--- config.mk ---
export PLATFORM = sky130hd
export DESIGN_NAME = dsm_monitor
export DESIGN_NICKNAME = d
export VERILOG_FILES = /design/src/dsm_pkg.sv /design/src/dsm_delay_timer.sv /design/src/dsm_elapsed_counter.sv /design/src/dsm_monitor.sv
export SDC_FILE = /design/constraint.sdc
export NUM_CORES = 1
export LEC_CHECK = 0
export ABC_AREA = 1
export CORE_MARGIN = 2
export CORE_UTILIZATION = 50
export DETAILED_ROUTE_END_ITERATION = 16
export DONT_BUFFER_PORTS = 1
export SLEW_MARGIN = 10
export SYNTH_ARGS = -nofsm -noshare
export SYNTH_HDL_FRONTEND = slang
export SYNTH_SLANG_ARGS = --single-unit
--- constraint.sdc ---
create_clock -name clock -period 21.9 [get_ports clock]
set_input_delay 4.38 -clock clock [delete_from_list [all_inputs] [get_ports clock]]
set_output_delay 4.38 -clock clock [all_outputs]
set_load 0.05 [all_outputs]
--- src/dsm_pkg.sv ---
package dsm_pkg;

  localparam int unsigned CLK_PERIOD_NS    = 40;
  localparam int unsigned TICK_MS          = 100;
  localparam int unsigned TICK_CYCLES      = TICK_MS * 1000000 / CLK_PERIOD_NS;
  localparam int unsigned MIN_TENTH_MS     = 6000;
  localparam int unsigned MIN_TENTH_TICKS  = MIN_TENTH_MS / TICK_MS;

  // frequencies in 0.01 Hz, voltages in 0.01 V, times in 0.1 s / 0.1 min
  localparam logic [15:0] SWITCH_FREQ_MAX  = 16'h05DC;
  localparam logic [15:0] SYNC_FREQ_MIN    = 16'h2134;
  localparam logic [7:0]  FAN_STOP_TEMP    = 8'h28;
  localparam logic [9:0]  AIN_FULL_SCALE   = 10'h3E8;
  localparam logic [3:0]  RANDOM_DEPTH_MAX = 4'hA;
  localparam logic [1:0]  DEADTIME_DEF     = 2'h1;
  localparam logic [15:0] LFSR_SEED        = 16'hACE1;

  // values the settings take after a factory reset
  localparam logic [9:0]  AIN_LOWER_DEF    = 10'h136;
  localparam logic [9:0]  AIN_UPPER_DEF    = 10'h2A8;
  localparam logic [7:0]  TEMP_THRESH_DEF  = 8'h4B;
  localparam logic [15:0] SWITCH_FREQ_DEF  = 16'h04B0;
  localparam logic        FAST_LIMIT_DEF   = 1'b1;

  typedef enum logic [1:0] {
    DSM_ST_STOP    = 2'b00,
    DSM_ST_RUN     = 2'b01,
    DSM_ST_DORMANT = 2'b10,
    DSM_ST_EXPIRED = 2'b11
  } dsm_state_t;

  typedef struct packed {
    logic        run_timer_enable;
    logic [1:0]  timer_duration_source;
    logic [15:0] timer_duration_setting;
    logic [9:0]  ain_one_lower_limit;
    logic [9:0]  ain_one_upper_limit;
    logic [7:0]  heatsink_temp_threshold;
    logic        fan_mode_select;
    logic [15:0] wakeup_level;
    logic [15:0] wakeup_delay;
    logic [15:0] sleep_frequency;
    logic [15:0] sleep_delay;
    logic [15:0] run_time_target;
    logic [15:0] discontinuous_switch_freq;
    logic        modulation_sync_select;
    logic [1:0]  deadtime_comp_mode;
    logic [3:0]  carrier_random_depth;
    logic        fast_current_limit_enable;
    logic        stop_state_pid_enable;
  } dsm_cfg_t;

  typedef struct packed {
    logic        drive_run;
    logic        timer_expired;
    logic        ain_out_of_range;
    logic        module_temp_hot;
    logic        fan_on;
    logic        dormant;
    logic        run_time_reached;
    logic        pid_compute_enable;
    logic        discontinuous_modulation;
    logic        sync_modulation;
    logic        random_enable;
    logic        fast_current_limit;
    logic [1:0]  deadtime_mode;
    logic [3:0]  random_depth;
    logic [3:0]  random_offset;
  } dsm_status_t;

endpackage : dsm_pkg
--- src/dsm_delay_timer.sv ---
module dsm_delay_timer (
  // clock and reset
  input  wire logic        clock,
  input  wire logic        sys_rst,
  // control
  input  wire logic        tick,
  input  wire logic        arm,
  input  wire logic [15:0] delay,
  // result
  output logic             done
);
  import dsm_pkg::*;

  logic [15:0] count_q;

  // restart whenever the condition falls away before expiry
  always_ff @(posedge clock) begin
    if (sys_rst || !arm) begin
      count_q <= '0;
    end else if (tick && count_q != 16'hFFFF) begin
      count_q <= count_q + 16'h0001;
    end
  end

  assign done = arm && (count_q >= delay);

endmodule : dsm_delay_timer

--- src/dsm_elapsed_counter.sv ---
module dsm_elapsed_counter (
  // clock and reset
  input  wire logic        clock,
  input  wire logic        sys_rst,
  // control
  input  wire logic        clear,
  input  wire logic        advance,
  // count
  output logic [15:0]      count
);
  import dsm_pkg::*;

  logic [15:0] count_q;

  // saturates so a long run never wraps back below a target
  always_ff @(posedge clock) begin
    if (sys_rst || clear) begin
      count_q <= '0;
    end else if (advance && count_q != 16'hFFFF) begin
      count_q <= count_q + 16'h0001;
    end
  end

  assign count = count_q;

endmodule : dsm_elapsed_counter

--- src/dsm_monitor.sv ---
module dsm_monitor #(
  parameter int unsigned TICK_LEN = dsm_pkg::TICK_CYCLES
) (
  // clock and reset
  input  wire logic               clock,
  input  wire logic               sys_rst,
  // settings
  input  wire dsm_pkg::dsm_cfg_t  cfg,
  // drive context
  input  wire logic               run_request,
  input  wire logic               vf_control,
  input  wire logic               pid_is_source,
  input  wire logic [15:0]        set_freq,
  input  wire logic [15:0]        out_freq,
  // digitised samples
  input  wire logic [9:0]         analog_input_one,
  input  wire logic [9:0]         analog_input_two,
  input  wire logic [9:0]         analog_input_three,
  input  wire logic [7:0]         heatsink_temp,
  // status
  output dsm_pkg::dsm_status_t    status
);
  import dsm_pkg::*;

  // fills every bit below the highest set bit
  function automatic logic [3:0] smear(input logic [3:0] v);
    logic [3:0] r;
    r = v;
    r = r | {1'b0, r[3:1]};
    r = r | {2'b00, r[3:2]};
    return r;
  endfunction : smear

  // caps a depth setting at the legal maximum
  function automatic logic [3:0] clamp_depth(input logic [3:0] v);
    return (v > RANDOM_DEPTH_MAX) ? RANDOM_DEPTH_MAX : v;
  endfunction : clamp_depth

  localparam logic [31:0] TICK_LAST = 32'(TICK_LEN - 1);
  localparam logic [7:0]  MIN_LAST  = 8'(MIN_TENTH_TICKS - 1);

  dsm_state_t  state_q;
  dsm_state_t  state_d;
  dsm_status_t status_q;
  logic [31:0] tick_cnt_q;
  logic        tick_q;
  logic [7:0]  min_cnt_q;
  logic        min_tick_q;
  logic        run_req_q;
  logic        start_evt;
  logic        dormancy_on;
  logic        sleep_arm;
  logic        wake_arm;
  logic        sleep_done;
  logic        wake_done;
  logic [15:0] run_minutes;
  logic [9:0]  ain_sel;
  logic [25:0] dur_prod;
  logic [25:0] dur_scaled;
  logic [15:0] duration_q;
  logic        expired;
  logic [15:0] switch_freq;
  logic [15:0] lfsr_q;
  logic [3:0]  depth;
  logic [3:0]  off_raw;

  // control tick, every 0.1 s
  always_ff @(posedge clock) begin
    if (sys_rst || tick_cnt_q == TICK_LAST) begin
      tick_cnt_q <= '0;
    end else begin
      tick_cnt_q <= tick_cnt_q + 32'h0000_0001;
    end
  end

  always_ff @(posedge clock) begin
    if (sys_rst) begin
      tick_q <= 1'b0;
    end else begin
      tick_q <= (tick_cnt_q == TICK_LAST);
    end
  end

  // tenth-of-minute tick, only while running so run time is drive time
  always_ff @(posedge clock) begin
    if (sys_rst || start_evt) begin
      min_cnt_q  <= '0;
      min_tick_q <= 1'b0;
    end else if (tick_q && state_q == DSM_ST_RUN) begin
      min_tick_q <= (min_cnt_q == MIN_LAST);
      if (min_cnt_q == MIN_LAST) begin
        min_cnt_q <= '0;
      end else begin
        min_cnt_q <= min_cnt_q + 8'h01;
      end
    end else begin
      min_tick_q <= 1'b0;
    end
  end

  // run request edge detect
  always_ff @(posedge clock) begin
    if (sys_rst) begin
      run_req_q <= 1'b0;
    end else begin
      run_req_q <= run_request;
    end
  end

  assign dormancy_on = (cfg.wakeup_level != '0) ||
                       (cfg.sleep_frequency != '0);
  assign sleep_arm   = dormancy_on && state_q == DSM_ST_RUN &&
                       set_freq <= cfg.sleep_frequency;
  assign wake_arm    = dormancy_on && state_q == DSM_ST_DORMANT &&
                       run_request &&
                       set_freq >= cfg.wakeup_level;

  dsm_delay_timer u_sleep_delay (
    .clock   (clock),
    .sys_rst (sys_rst),
    .tick    (tick_q),
    .arm     (sleep_arm),
    .delay   (cfg.sleep_delay),
    .done    (sleep_done)
  );

  dsm_delay_timer u_wake_delay (
    .clock   (clock),
    .sys_rst (sys_rst),
    .tick    (tick_q),
    .arm     (wake_arm),
    .delay   (cfg.wakeup_delay),
    .done    (wake_done)
  );

  // one counter serves both the stop timer and the run time flag
  dsm_elapsed_counter u_run_time (
    .clock   (clock),
    .sys_rst (sys_rst),
    .clear   (start_evt),
    .advance (min_tick_q),
    .count   (run_minutes)
  );

  // timer duration source
  always_comb begin
    case (cfg.timer_duration_source)
      2'h1:    ain_sel = analog_input_one;
      2'h2:    ain_sel = analog_input_two;
      2'h3:    ain_sel = analog_input_three;
      default: ain_sel = AIN_FULL_SCALE;
    endcase
  end

  assign dur_prod   = cfg.timer_duration_setting * ain_sel;
  assign dur_scaled = dur_prod / 26'(AIN_FULL_SCALE);

  // registered to keep the divider off the stop path
  // lags a setting change by one cycle, well before any minute tick
  always_ff @(posedge clock) begin
    if (sys_rst) begin
      duration_q <= '0;
    end else if (cfg.timer_duration_source == 2'h0) begin
      duration_q <= cfg.timer_duration_setting;
    end else if (dur_scaled > 26'h000FFFF) begin
      duration_q <= 16'hFFFF;
    end else begin
      duration_q <= dur_scaled[15:0];
    end
  end

  assign expired = cfg.run_timer_enable && state_q == DSM_ST_RUN &&
                   !start_evt && run_minutes >= duration_q;

  // drive sequencing
  always_comb begin
    state_d   = state_q;
    start_evt = 1'b0;
    case (state_q)
      DSM_ST_STOP: begin
        if (run_request && !run_req_q) begin
          state_d   = DSM_ST_RUN;
          start_evt = 1'b1;
        end
      end
      DSM_ST_RUN: begin
        if (!run_request) begin
          state_d = DSM_ST_STOP;
        end else if (expired) begin
          state_d = DSM_ST_EXPIRED;
        end else if (sleep_done) begin
          state_d = DSM_ST_DORMANT;
        end
      end
      DSM_ST_DORMANT: begin
        if (!run_request) begin
          state_d = DSM_ST_STOP;
        end else if (wake_done) begin
          state_d   = DSM_ST_RUN;
          start_evt = 1'b1;
        end
      end
      DSM_ST_EXPIRED: begin
        // held stopped until the run command is withdrawn
        if (!run_request) begin
          state_d = DSM_ST_STOP;
        end
      end
      default: begin
        state_d = DSM_ST_STOP;
      end
    endcase
  end

  always_ff @(posedge clock) begin
    if (sys_rst) begin
      state_q <= DSM_ST_STOP;
    end else begin
      state_q <= state_d;
    end
  end

  // drive sequencing outputs
  always_ff @(posedge clock) begin
    if (sys_rst) begin
      status_q.drive_run          <= 1'b0;
      status_q.timer_expired      <= 1'b0;
      status_q.dormant            <= 1'b0;
      status_q.run_time_reached   <= 1'b0;
      status_q.pid_compute_enable <= 1'b0;
    end else begin
      status_q.drive_run        <= (state_d == DSM_ST_RUN);
      status_q.timer_expired    <= (state_d == DSM_ST_EXPIRED);
      status_q.dormant          <= (state_d == DSM_ST_DORMANT);
      status_q.run_time_reached <= (state_q == DSM_ST_RUN) &&
                                   !start_evt &&
                                   (run_minutes >=
                                    cfg.run_time_target);
      if (state_d == DSM_ST_DORMANT) begin
        status_q.pid_compute_enable <= pid_is_source &&
                                       cfg.stop_state_pid_enable;
      end else begin
        status_q.pid_compute_enable <= pid_is_source &&
                                       (state_d == DSM_ST_RUN);
      end
    end
  end

  // analog window and heatsink flags, sampled on the tick
  always_ff @(posedge clock) begin
    if (sys_rst) begin
      status_q.ain_out_of_range <= 1'b0;
      status_q.module_temp_hot  <= 1'b0;
    end else if (tick_q) begin
      status_q.ain_out_of_range <=
        (analog_input_one > cfg.ain_one_upper_limit) ||
        (analog_input_one < cfg.ain_one_lower_limit);
      status_q.module_temp_hot <=
        (heatsink_temp >= cfg.heatsink_temp_threshold);
    end
  end

  // cooling fan
  always_ff @(posedge clock) begin
    if (sys_rst) begin
      status_q.fan_on <= 1'b0;
    end else if (cfg.fan_mode_select) begin
      status_q.fan_on <= 1'b1;
    end else if (state_d == DSM_ST_RUN) begin
      // next state, so the fan rises in the same cycle as drive_run
      status_q.fan_on <= 1'b1;
    end else if (tick_q) begin
      // exactly 40 C counts as cool
      status_q.fan_on <= (heatsink_temp > FAN_STOP_TEMP);
    end
  end

  // modulation selection
  assign switch_freq = (cfg.discontinuous_switch_freq > SWITCH_FREQ_MAX) ?
                       SWITCH_FREQ_MAX :
                       cfg.discontinuous_switch_freq;

  always_ff @(posedge clock) begin
    if (sys_rst) begin
      status_q.discontinuous_modulation <= 1'b0;
      status_q.sync_modulation          <= 1'b0;
    end else begin
      status_q.discontinuous_modulation <= vf_control &&
                                           out_freq >= switch_freq;
      status_q.sync_modulation <= vf_control &&
                                  cfg.modulation_sync_select &&
                                  out_freq > SYNC_FREQ_MIN;
    end
  end

  // dead zone, fast limit; an out-of-range code falls back to mode 1
  always_ff @(posedge clock) begin
    if (sys_rst) begin
      status_q.deadtime_mode      <= DEADTIME_DEF;
      status_q.fast_current_limit <= FAST_LIMIT_DEF;
    end else begin
      status_q.deadtime_mode <= (cfg.deadtime_comp_mode == 2'h3) ?
                                DEADTIME_DEF :
                                cfg.deadtime_comp_mode;
      status_q.fast_current_limit <= cfg.fast_current_limit_enable;
    end
  end

  // carrier randomisation
  assign depth   = clamp_depth(cfg.carrier_random_depth);
  assign off_raw = lfsr_q[3:0] & smear(depth);

  always_ff @(posedge clock) begin
    if (sys_rst) begin
      lfsr_q <= LFSR_SEED;
    end else begin
      lfsr_q <= {lfsr_q[14:0],
                 lfsr_q[15] ^ lfsr_q[13] ^ lfsr_q[12] ^ lfsr_q[10]};
    end
  end

  // offset kept within the depth; a new value once per tick
  always_ff @(posedge clock) begin
    if (sys_rst) begin
      status_q.random_enable <= 1'b0;
      status_q.random_depth  <= '0;
      status_q.random_offset <= '0;
    end else begin
      status_q.random_enable <= (depth != 4'h0);
      status_q.random_depth  <= depth;
      if (depth == 4'h0) begin
        status_q.random_offset <= '0;
      end else if (tick_q) begin
        status_q.random_offset <= (off_raw > depth) ?
                                  {1'b0, off_raw[3:1]} : off_raw;
      end
    end
  end

  assign status = status_q;

endmodule : dsm_monitor

# Yosys cells after proc, flatten, opt, wreduce, memory -nomap -nowiden
# Cells that the tools add are included.
# op_classes
reduce_logical,42
n_lt_le_gt_ge,16
muxes,23
n_div,1
n_eq_ne,15
n_mul,1
bitwise,7
n_addsub,5
# ops
operator,n
$ge A16 B16 Y1,6
$add A16 B1 Y16 const B,3
$mux W16,3
$ne A16 B16 Y1 const B,3
$add A32 B1 Y32 const B,1
$eq A32 B22 Y1 const B,1
$reduce_bool A16 Y1,2
$pmux W10 S3,1
$div A26 B10 Y26 const B,1
$gt A26 B16 Y1 const B,1
$mul A16 B10 Y26,1
$logic_and A1 B1 Y1,22
$gt A16 B11 Y1 const B,1
$gt A16 B14 Y1 const B,1
$le A16 B16 Y1,1
$eq A2 B2 Y1 const B,7
$mux W2,7
$gt A10 B10 Y1,1
$lt A10 B10 Y1,1
$add A8 B1 Y8 const B,1
$eq A8 B6 Y1 const B,1
$ge A8 B8 Y1,1
$gt A8 B6 Y1 const B,1
$mux W4,2
19 further kinds,40
# word_totals
inputBits,228
register_bits,147

# Depth between registers and ports, before layout
# Gate-level depths: netlist of the first run.
# logic_depth
word_depth,18
ltp_mapped,129
mapped_depth_nobuf,127

# Modules after synthesis
# Synthesis of the first run repeated with hierarchy kept, for this count alone.
# hier_totals
hier_cells,3052
area_unflattened_um2,19752.7
# by_module_without_submodules
mod,cells_per_inst,area_each_um2,n_inst
dsm_monitor,2477,16069.2,1
dsm_delay_timer,213,1366.3,2
dsm_elapsed_counter,149,950.9,1

# Worst setup path before layout of the first run
# OpenSTA, ideal clock, no wires.
# synth_path
kind,input -> register
startpoint,in cfg[151] (netlist bit)
endpoint,reg duration_q[0]
t_arrival_ps,17288
stages,114
setup_slack_ps,4495
cell_sequence,clkinv_1 nor2_1 a22o_1 nor2_1 inv_1 clkbuf_1 nand2_1 fa_1 inv_1 fa_1 fa_1 fa_1 inv_1 fa_1 inv_1 ha_1 nand2_2 inv_1 (+78 left out) nor2_2 inv_2 nor2_4 nand3_1 o21ai_2 inv_2 o21ai_1 nand3_1 inv_1 nand3_2 o21bai_2 nand2_1 nand2_1 inv_1 nand2_1 nor2_1 nor2_1 nor2_1
# synth_via
elab_chain_len,7
elab_cells_between_ends,10
classes_between,1 x mul; 1 x div; 1 x order compare; 3 x eq/ne; 3 x mux; 1 x reduce/logical
# synth_rtl
element,line_no,text
"start, declared",dsm_monitor.sv:8,"input wire dsm_pkg::dsm_cfg_t cfg,"
$eq A2 B2 Y1 / $eq A2 B1 Y1 (equally long branches),dsm_monitor.sv:147,case (cfg.timer_duration_source)
$pmux W10 S3,dsm_monitor.sv:147,
$mul A16 B10 Y26,dsm_monitor.sv:155,assign dur_prod = cfg.timer_duration_setting * ain_sel;
$div A26 B10 Y26,dsm_monitor.sv:156,assign dur_scaled = dur_prod / 26'(AIN_FULL_SCALE);
$gt A26 B16 Y1,dsm_monitor.sv:165,end else if (dur_scaled > 26'h000FFFF) begin
$mux W16,dsm_monitor.sv:165,
$mux W16 (*),dsm_monitor.sv:163,end else if (cfg.timer_duration_source == 2'h0) begin
"end signal, assigned",dsm_monitor.sv:164,duration_q <= cfg.timer_duration_setting;
"end signal, assigned",dsm_monitor.sv:168,duration_q <= dur_scaled[15:0];
"end, declared",dsm_monitor.sv:60,logic [15:0] duration_q;
# Every way passes the cells marked *; elsewhere a longest branch is shown, timed or not.
# A chain may end at the register's enable or synchronous reset.

# Worst setup path in the final report of the first run
# Ends and elaborated chain as after synthesis.

==> impl_results.md, run 1 <==
* Status: completed
* Worst setup path end: duration_q[0]
* Mapped cell area at 0.01994 mm^2
* Initial antenna violation count at 1
* Clock latency at the later pin of the worst-skew pair at 430 ps
* GRT Total Usage at 0.2583
* HP Class: register to register
* Number of fill cells at 3967
* CTS buffer count at 17
* Cell mode on critical path: nand2_4
* Setup tns final at 0 ps
* H-tree lvl count at 4
* Post-synth top flop: dfxtp_1
* Routed Antenna Nets at 0
* Die area at 0.04149 mm^2
* Setup violators final at 0
* Area Growth Syn to Fin at 5.836%
* CORE AREA at 0.03955 mm^2
* Starting DRC count in detailed routing at 1005
* First-pass GRT wire length at 87000 um
* Worst-path cell with the longest stage delay: nor2_1
* CP peak stage delay at 840 ps
* Worst-Margin Slew at 1127 ps
* Clk pin slew, worst setup/hold paths at 70 ps
* Max Slew Vio Count at 0
* Hold_buf cts at 0
* Final hold violations at 0
* Remaining DRCs at 0
* Most frequent cells in the layout: nand2_1, inv_1, nor2_1
* Maximum capacitance violations at 0
* Pre-Repair DR Iteration Count at 5
* Vias in the first global route at 17.49k
* Vias post-DR at 17.84k
* Number of flops mapped to enable cells by yosys at 0
* Post-CTS Setup Bufs at 0
* CP Launch Point: cfg[151]
* TritonCTS clock tree: yes
* CP Launch Type: input pin
* Mapped Cells at 2886
* Fraction of registers with async set/reset at 0
* Post-DP HPWL at 44350 um
* Vias/cell at 5.228
* CTS Root Cell: clkbuf_16
* Commonest non-fill, non-tap cell in the layout: nand2_1
* Std-Cell Rows at 73
* # resized after CTS at 0
* Warnings, synthesis at 0
* CP arrival at 19500 ps
* Crit path capture type: register
* Hold Path Depth at 1
* Fin crit share at 0.8756
* Die H at 203.7 um
* GR Overflow Total at 0
* Final min period at 19180 ps
* Yosys reg bits at 147
* Die W at 203.7 um
* RSZ-0062 raised after global routing: no
* CTS sink count at 147
* Worst slew margin at 0.2456
* Kind of critical path: input pin to register
* Initial core utilization at 0.5042
* Post-synthesis sequential area ratio at 0.1476
* R2R depth at 25
* Netlist cell types at 72
* I/O pin cnt at 250
* IO Port Bufs at 0
* Reg2Reg Capture Point: tick_cnt_q[30]
* Final WL at 52710 um
* Crit Reg-Reg Startpoint: tick_cnt_q[0]
* Worst Hold Launch: lfsr_q[5]
* Clock Skew at 16.32 ps
* Layout net count at 3421
* Crit Path Max Fanout at 12
* Routability cong. at 0.9473
* Max frequency at 52.15 MHz
* Largest net degree at the start of global routing at 30
* Syn avg cell area at 6.909 um^2
* Register-to-register path setup slack at 17880 ps
* DR WL/cell at 15.45 um
* Worst Path Required at 22230 ps
* Layout cells sized above 1 at 0.1306
* Maximum clock path buffer count at 2
[stage by stage]
step,cells,setup slack [ps],area (um^2),utilization,hold slack (ps)
2_1_floorplan,2890,4495,19960,-,388.3
3_3_place_gp,3381,2656,20500,0.5184,393.8
3_5_place_dp,3381,2376,20500,0.5184,393.8
4_1_cts,3412,2804,21100,0.5336,408.2
5_1_grt,3412,1284,21100,0.5336,421.6
6_report,3413,2725,21100,0.5336,407.6
[synth_stat cells, types with 6 or more instances]
cell type,count,area share
clkinv_1,7,0.0013
xnor2_1,18,0.0079
nand2_4,58,0.033
o21a_1,13,0.0049
o21bai_1,6,0.0023
nor3_1,38,0.0095
a21oi_2,7,0.0031
nand3b_1,7,0.0026
nor2_2,24,0.0075
nand4_1,42,0.013
o211ai_1,20,0.0075
a21boi_0,9,0.0034
o21ai_0,41,0.010
fa_1,110,0.11
nand3_2,31,0.016
nand3_4,6,0.0053
o221ai_1,21,0.0092
a211oi_1,11,0.0041
a22o_1,6,0.0026
a21oi_1,122,0.031
nand2_2,102,0.032
nand2_1,603,0.11
ha_1,208,0.13
inv_2,39,0.0073
nor2_1,238,0.045
o21ai_1,18,0.0045
nor4_1,24,0.0075
a21o_1,6,0.0023
dfxtp_1,147,0.15
xor2_1,42,0.018
nor2_4,16,0.0090
or2_2,19,0.0060
nor3b_1,19,0.0072
nand3_1,141,0.035
inv_1,561,0.11
nand2_8,6,0.0060
clkbuf_1,32,0.0060
[cells by family after synthesis]
group                      Yosys count  share of synthesized area
other                                1                  0.0001881
buffers and inverters              658                     0.1282
AOI/OAI and AO/OA                  312                     0.1011
xor gates and xnor gates            60                    0.02635
DFF                                147                     0.1476
and+or+nand+nor                   1390                     0.3556
adders and majority gates          318                     0.2409
[worst max-delay path: cells and delay by family]
| family | cells | cell delay, ps |
|---|---|---|
| XOR/XNOR | 1 | 390 |
| buffers and inverters | 22 | 1980 |
| adder cells (fa/ha/maj) | 6 | 2840 |
| AND/OR/NAND/NOR | 77 | 8260 |
| AO/OA/AOI/OAI | 7 | 1560 |
[worst min path at each step]
stage                      end  slack [ps]
finish               lfsr_q[6]         410
floorplan           lfsr_q[12]         390
CTS                  lfsr_q[6]         410
global route         lfsr_q[6]         420
global placement     lfsr_q[5]         390
detailed placement   lfsr_q[6]         390
[routing by layer]
metal  global-route usage  vias up  part of all wire
met5                    0        -                 0
met4              0.05266        0             0.014
met3              0.03484       48             0.042
met2               0.4625      356              0.49
met1               0.3305     8362              0.45
li1                     -     9077                 -
[flip-flops by register name (all words and copies together) (netlist names), 2 cells and up]
register               flops
duration_q                16
lfsr_q                    16
min_cnt_q                  8
state_q                    2
status                    22
tick_cnt_q                32
u_run_time.count          16
u_sleep_delay.count_q     16
u_wake_delay.count_q      16
[cell type report]
type / instances / area, um^2 / area share
flip-flops and latches: 147 / 2943 / 0.1394
clock buffers: 20 / 446.7 / 0.02117
well taps: 525 / 656.9 / 0.03113
clock inverters: 11 / 153.9 / 0.007292
multi-input cells: 2085 / 14460 / 0.6854
inverters: 618 / 2392 / 0.1134
diodes: 1 / 2.502 / 0.0001186
repair buffers: 6 / 45.04 / 0.002134
Power of run 1 is not shown: default switching activity piles up to over one toggle a cycle in this logic, so the estimate is an artifact.
==> inputs of run 2 (changes only) <==
Settings changed: ABC_AREA 1 to unset.
==> run 2 against run 1 <==
Against the previous run:
- sequential share of layout area down 0.073 points
- critical endpoint unchanged
- count of clock-buffer cells in the layout unchanged
- flip-flop and latch count unchanged
- non-clock buffer count up 35
- core utilization up 0.28 points
==> impl_results.md, run 2 <==
* Met1 Use GR at 0.3139
* Worst Hold Launch: lfsr_q[9]
* Mapped cell area at 0.01992 mm^2
* Layout cells sized above 1 at 0.07202
* Final WL at 54650 um
* CTS sink count at 147
* Hold_buf cts at 0
* Crit Reg-Reg Startpoint: u_wake_delay.count_q[0]
* GRT Total Usage at 0.2637
* CTS buffer count at 17
* H-tree lvl count at 4
* Crit Path Max Fanout at 13
* Final hold violations at 0
* Vias in the first global route at 18.00k
* Yosys reg bits at 147
* Worst-Margin Slew at 1087 ps
* Met3 global-route usage at 0.04682
* Layout net count at 3074
* Max FFs per register at 32
* Std-Cell Rows at 73
* Share of the synthesized area in the top cell type at 0.1478
* CP Launch Point: cfg[150]
* Starting DRC count in detailed routing at 1046
* Most frequent cells in the layout: nand2_1, inv_1, nor2_1
* HP Class: register to register
* Maximum clock path buffer count at 2
* Number of flops mapped to enable cells by yosys at 0
* Routability cong. at 0.9294
* Setup tns final at 0 ps
* Commonest non-fill, non-tap cell in the layout: nand2_1
* Remaining DRCs at 0
* GR Overflow Total at 0
* Setup violators final at 0
* Placed Instances at 3032
* CP arrival at 21100 ps
* Syn avg cell area at 7.807 um^2
* Area contributors post-synth: dfxtp_1, ha_1, fa_1
* Fin area at 0.02122 mm^2
* GRT busiest layer: met2
* Final min period at 20800 ps
* Final non-filler cell total at 3066
* Fin crit share at 0.9497
* Top-count cell post-synth: nand2_1
* Clock Skew at 9.961 ps
* Die area at 0.04144 mm^2
* Clk pin slew, worst setup/hold paths at 60 ps
* Status: completed
* I/O pin cnt at 250
* Initial core utilization at 0.5036
* Initial antenna violation count at 0
* Met2 Usage GRT at 0.4781
* Die W at 203.6 um
* Max Slew Vio Count at 0
* Cell mode on critical path: fa_1
* DR WL/cell at 17.83 um
* Die H at 203.6 um
* IO Port Bufs at 0
* Post-synthesis sequential area ratio at 0.1478
* Worst-path cell with the longest stage delay: or4_1
* Post-DP HPWL at 43850 um
* Post-synth top flop: dfxtp_1
* Ant diodes at 0
* Dominant cell type by area after synthesis: dfxtp_1
* Number of fill cells at 3789
* Worst slew margin at 0.2729
* Area Growth Syn to Fin at 6.527%
* CP Launch Type: input pin
* Vias/cell at 5.918
* TritonCTS clock tree: yes
* DP Area at 0.02051 mm^2
* Largest net degree at the start of global routing at 45
* RSZ-0062 raised after global routing: no
* CTS Root Cell: clkbuf_16
* Pre-Repair DR Iteration Count at 5
* Kind of critical path: input pin to register
* Hold_ws at 411.6 ps
* Mapped Cells at 2551
* Max frequency at 48.08 MHz
* First-pass GRT wire length at 89010 um
* Clock latency at the later pin of the worst-skew pair at 430 ps
* Crit path capture type: register
* Maximum capacitance violations at 0
* Vias post-DR at 18.15k
* Worst Path Required at 22200 ps
* Routed Antenna Nets at 0
* CP peak stage delay at 680 ps
* Top reg by flops: tick_cnt_q
* Fraction of registers with async set/reset at 0
* Netlist cell types at 110
* CORE AREA at 0.03955 mm^2
* Warnings, synthesis at 0
* Synth cell count leaders: nand2_1, inv_1, nor2_1, ha_1, dfxtp_1
## run 2: cell types whose count changed after synthesis, sizes merged, moves of 52 or more
cell	change
nor2b	+52
and2	+98
nand2	-530
inv	-367
nand2b	+59
o21ai	+55
nand3	-99
## run 2: what timing repair did
item	in CTS	in global routing
setup endpoints to repair	0	3
resized for setup	0	17
buffers inserted	0	1
## run 2: path summary, 6_finish.rpt
path / to / slack (ps) / cells after the start
worst min register to register: lfsr_q[10] / 410 / 1
worst min-delay path: lfsr_q[10] / 410 / 1
worst max-delay path: duration_q[0] / 1100 / 55
worst max register to register: status[17] / 17500 / 27
## run 2: stage by stage
step	setup slack (ps)	util
after global routing	51.46	0.5364
after floorplan	1873	-
after global placement	504.8	0.5186
after detailed placement	37.86	0.5186
final	1101	0.5364
after CTS	402.1	0.5337
## run 2: worst max-delay path, delay by kind of cell
family,cells,cell delay [ps]
buffers and inverters,5,660
AND/OR/NAND/NOR,13,4090
adder cells (fa/ha/maj),6,2840
multiplexers,3,1320
AO/OA/AOI/OAI,28,7810
## run 2: final cells by class
class | instances | area, um^2 | area share
multi-input cells | 2083 | 15810 | 0.7452
flip-flops and latches | 147 | 2943 | 0.1387
inverters | 238 | 893.4 | 0.04211
well taps | 525 | 656.9 | 0.03096
clock buffers | 20 | 456.7 | 0.02153
repair buffers | 41 | 315.3 | 0.01486
clock inverters | 12 | 141.4 | 0.006664
## run 2: routing by layer
metal | vias to the layer above | wire length, um
met3 | 89 | 3011
li1 | 8905 | -
met5 | - | 0
met2 | 499 | 27150
met1 | 8653 | 23180
met4 | 0 | 1307
## run 2: cells by family after synthesis
kind of cell,Yosys count,share of synthesized area
adder cells (fa/ha/maj),319,0.2418
multiplexers,41,0.02211
buffers and inverters,325,0.06421
XOR/XNOR,142,0.06396
AND/OR/NAND/NOR,1009,0.2588
other,1,0.0001883
AO/OA/AOI/OAI,567,0.2012
flip-flops,147,0.1478
Power of run 2 is left out for the same reason.
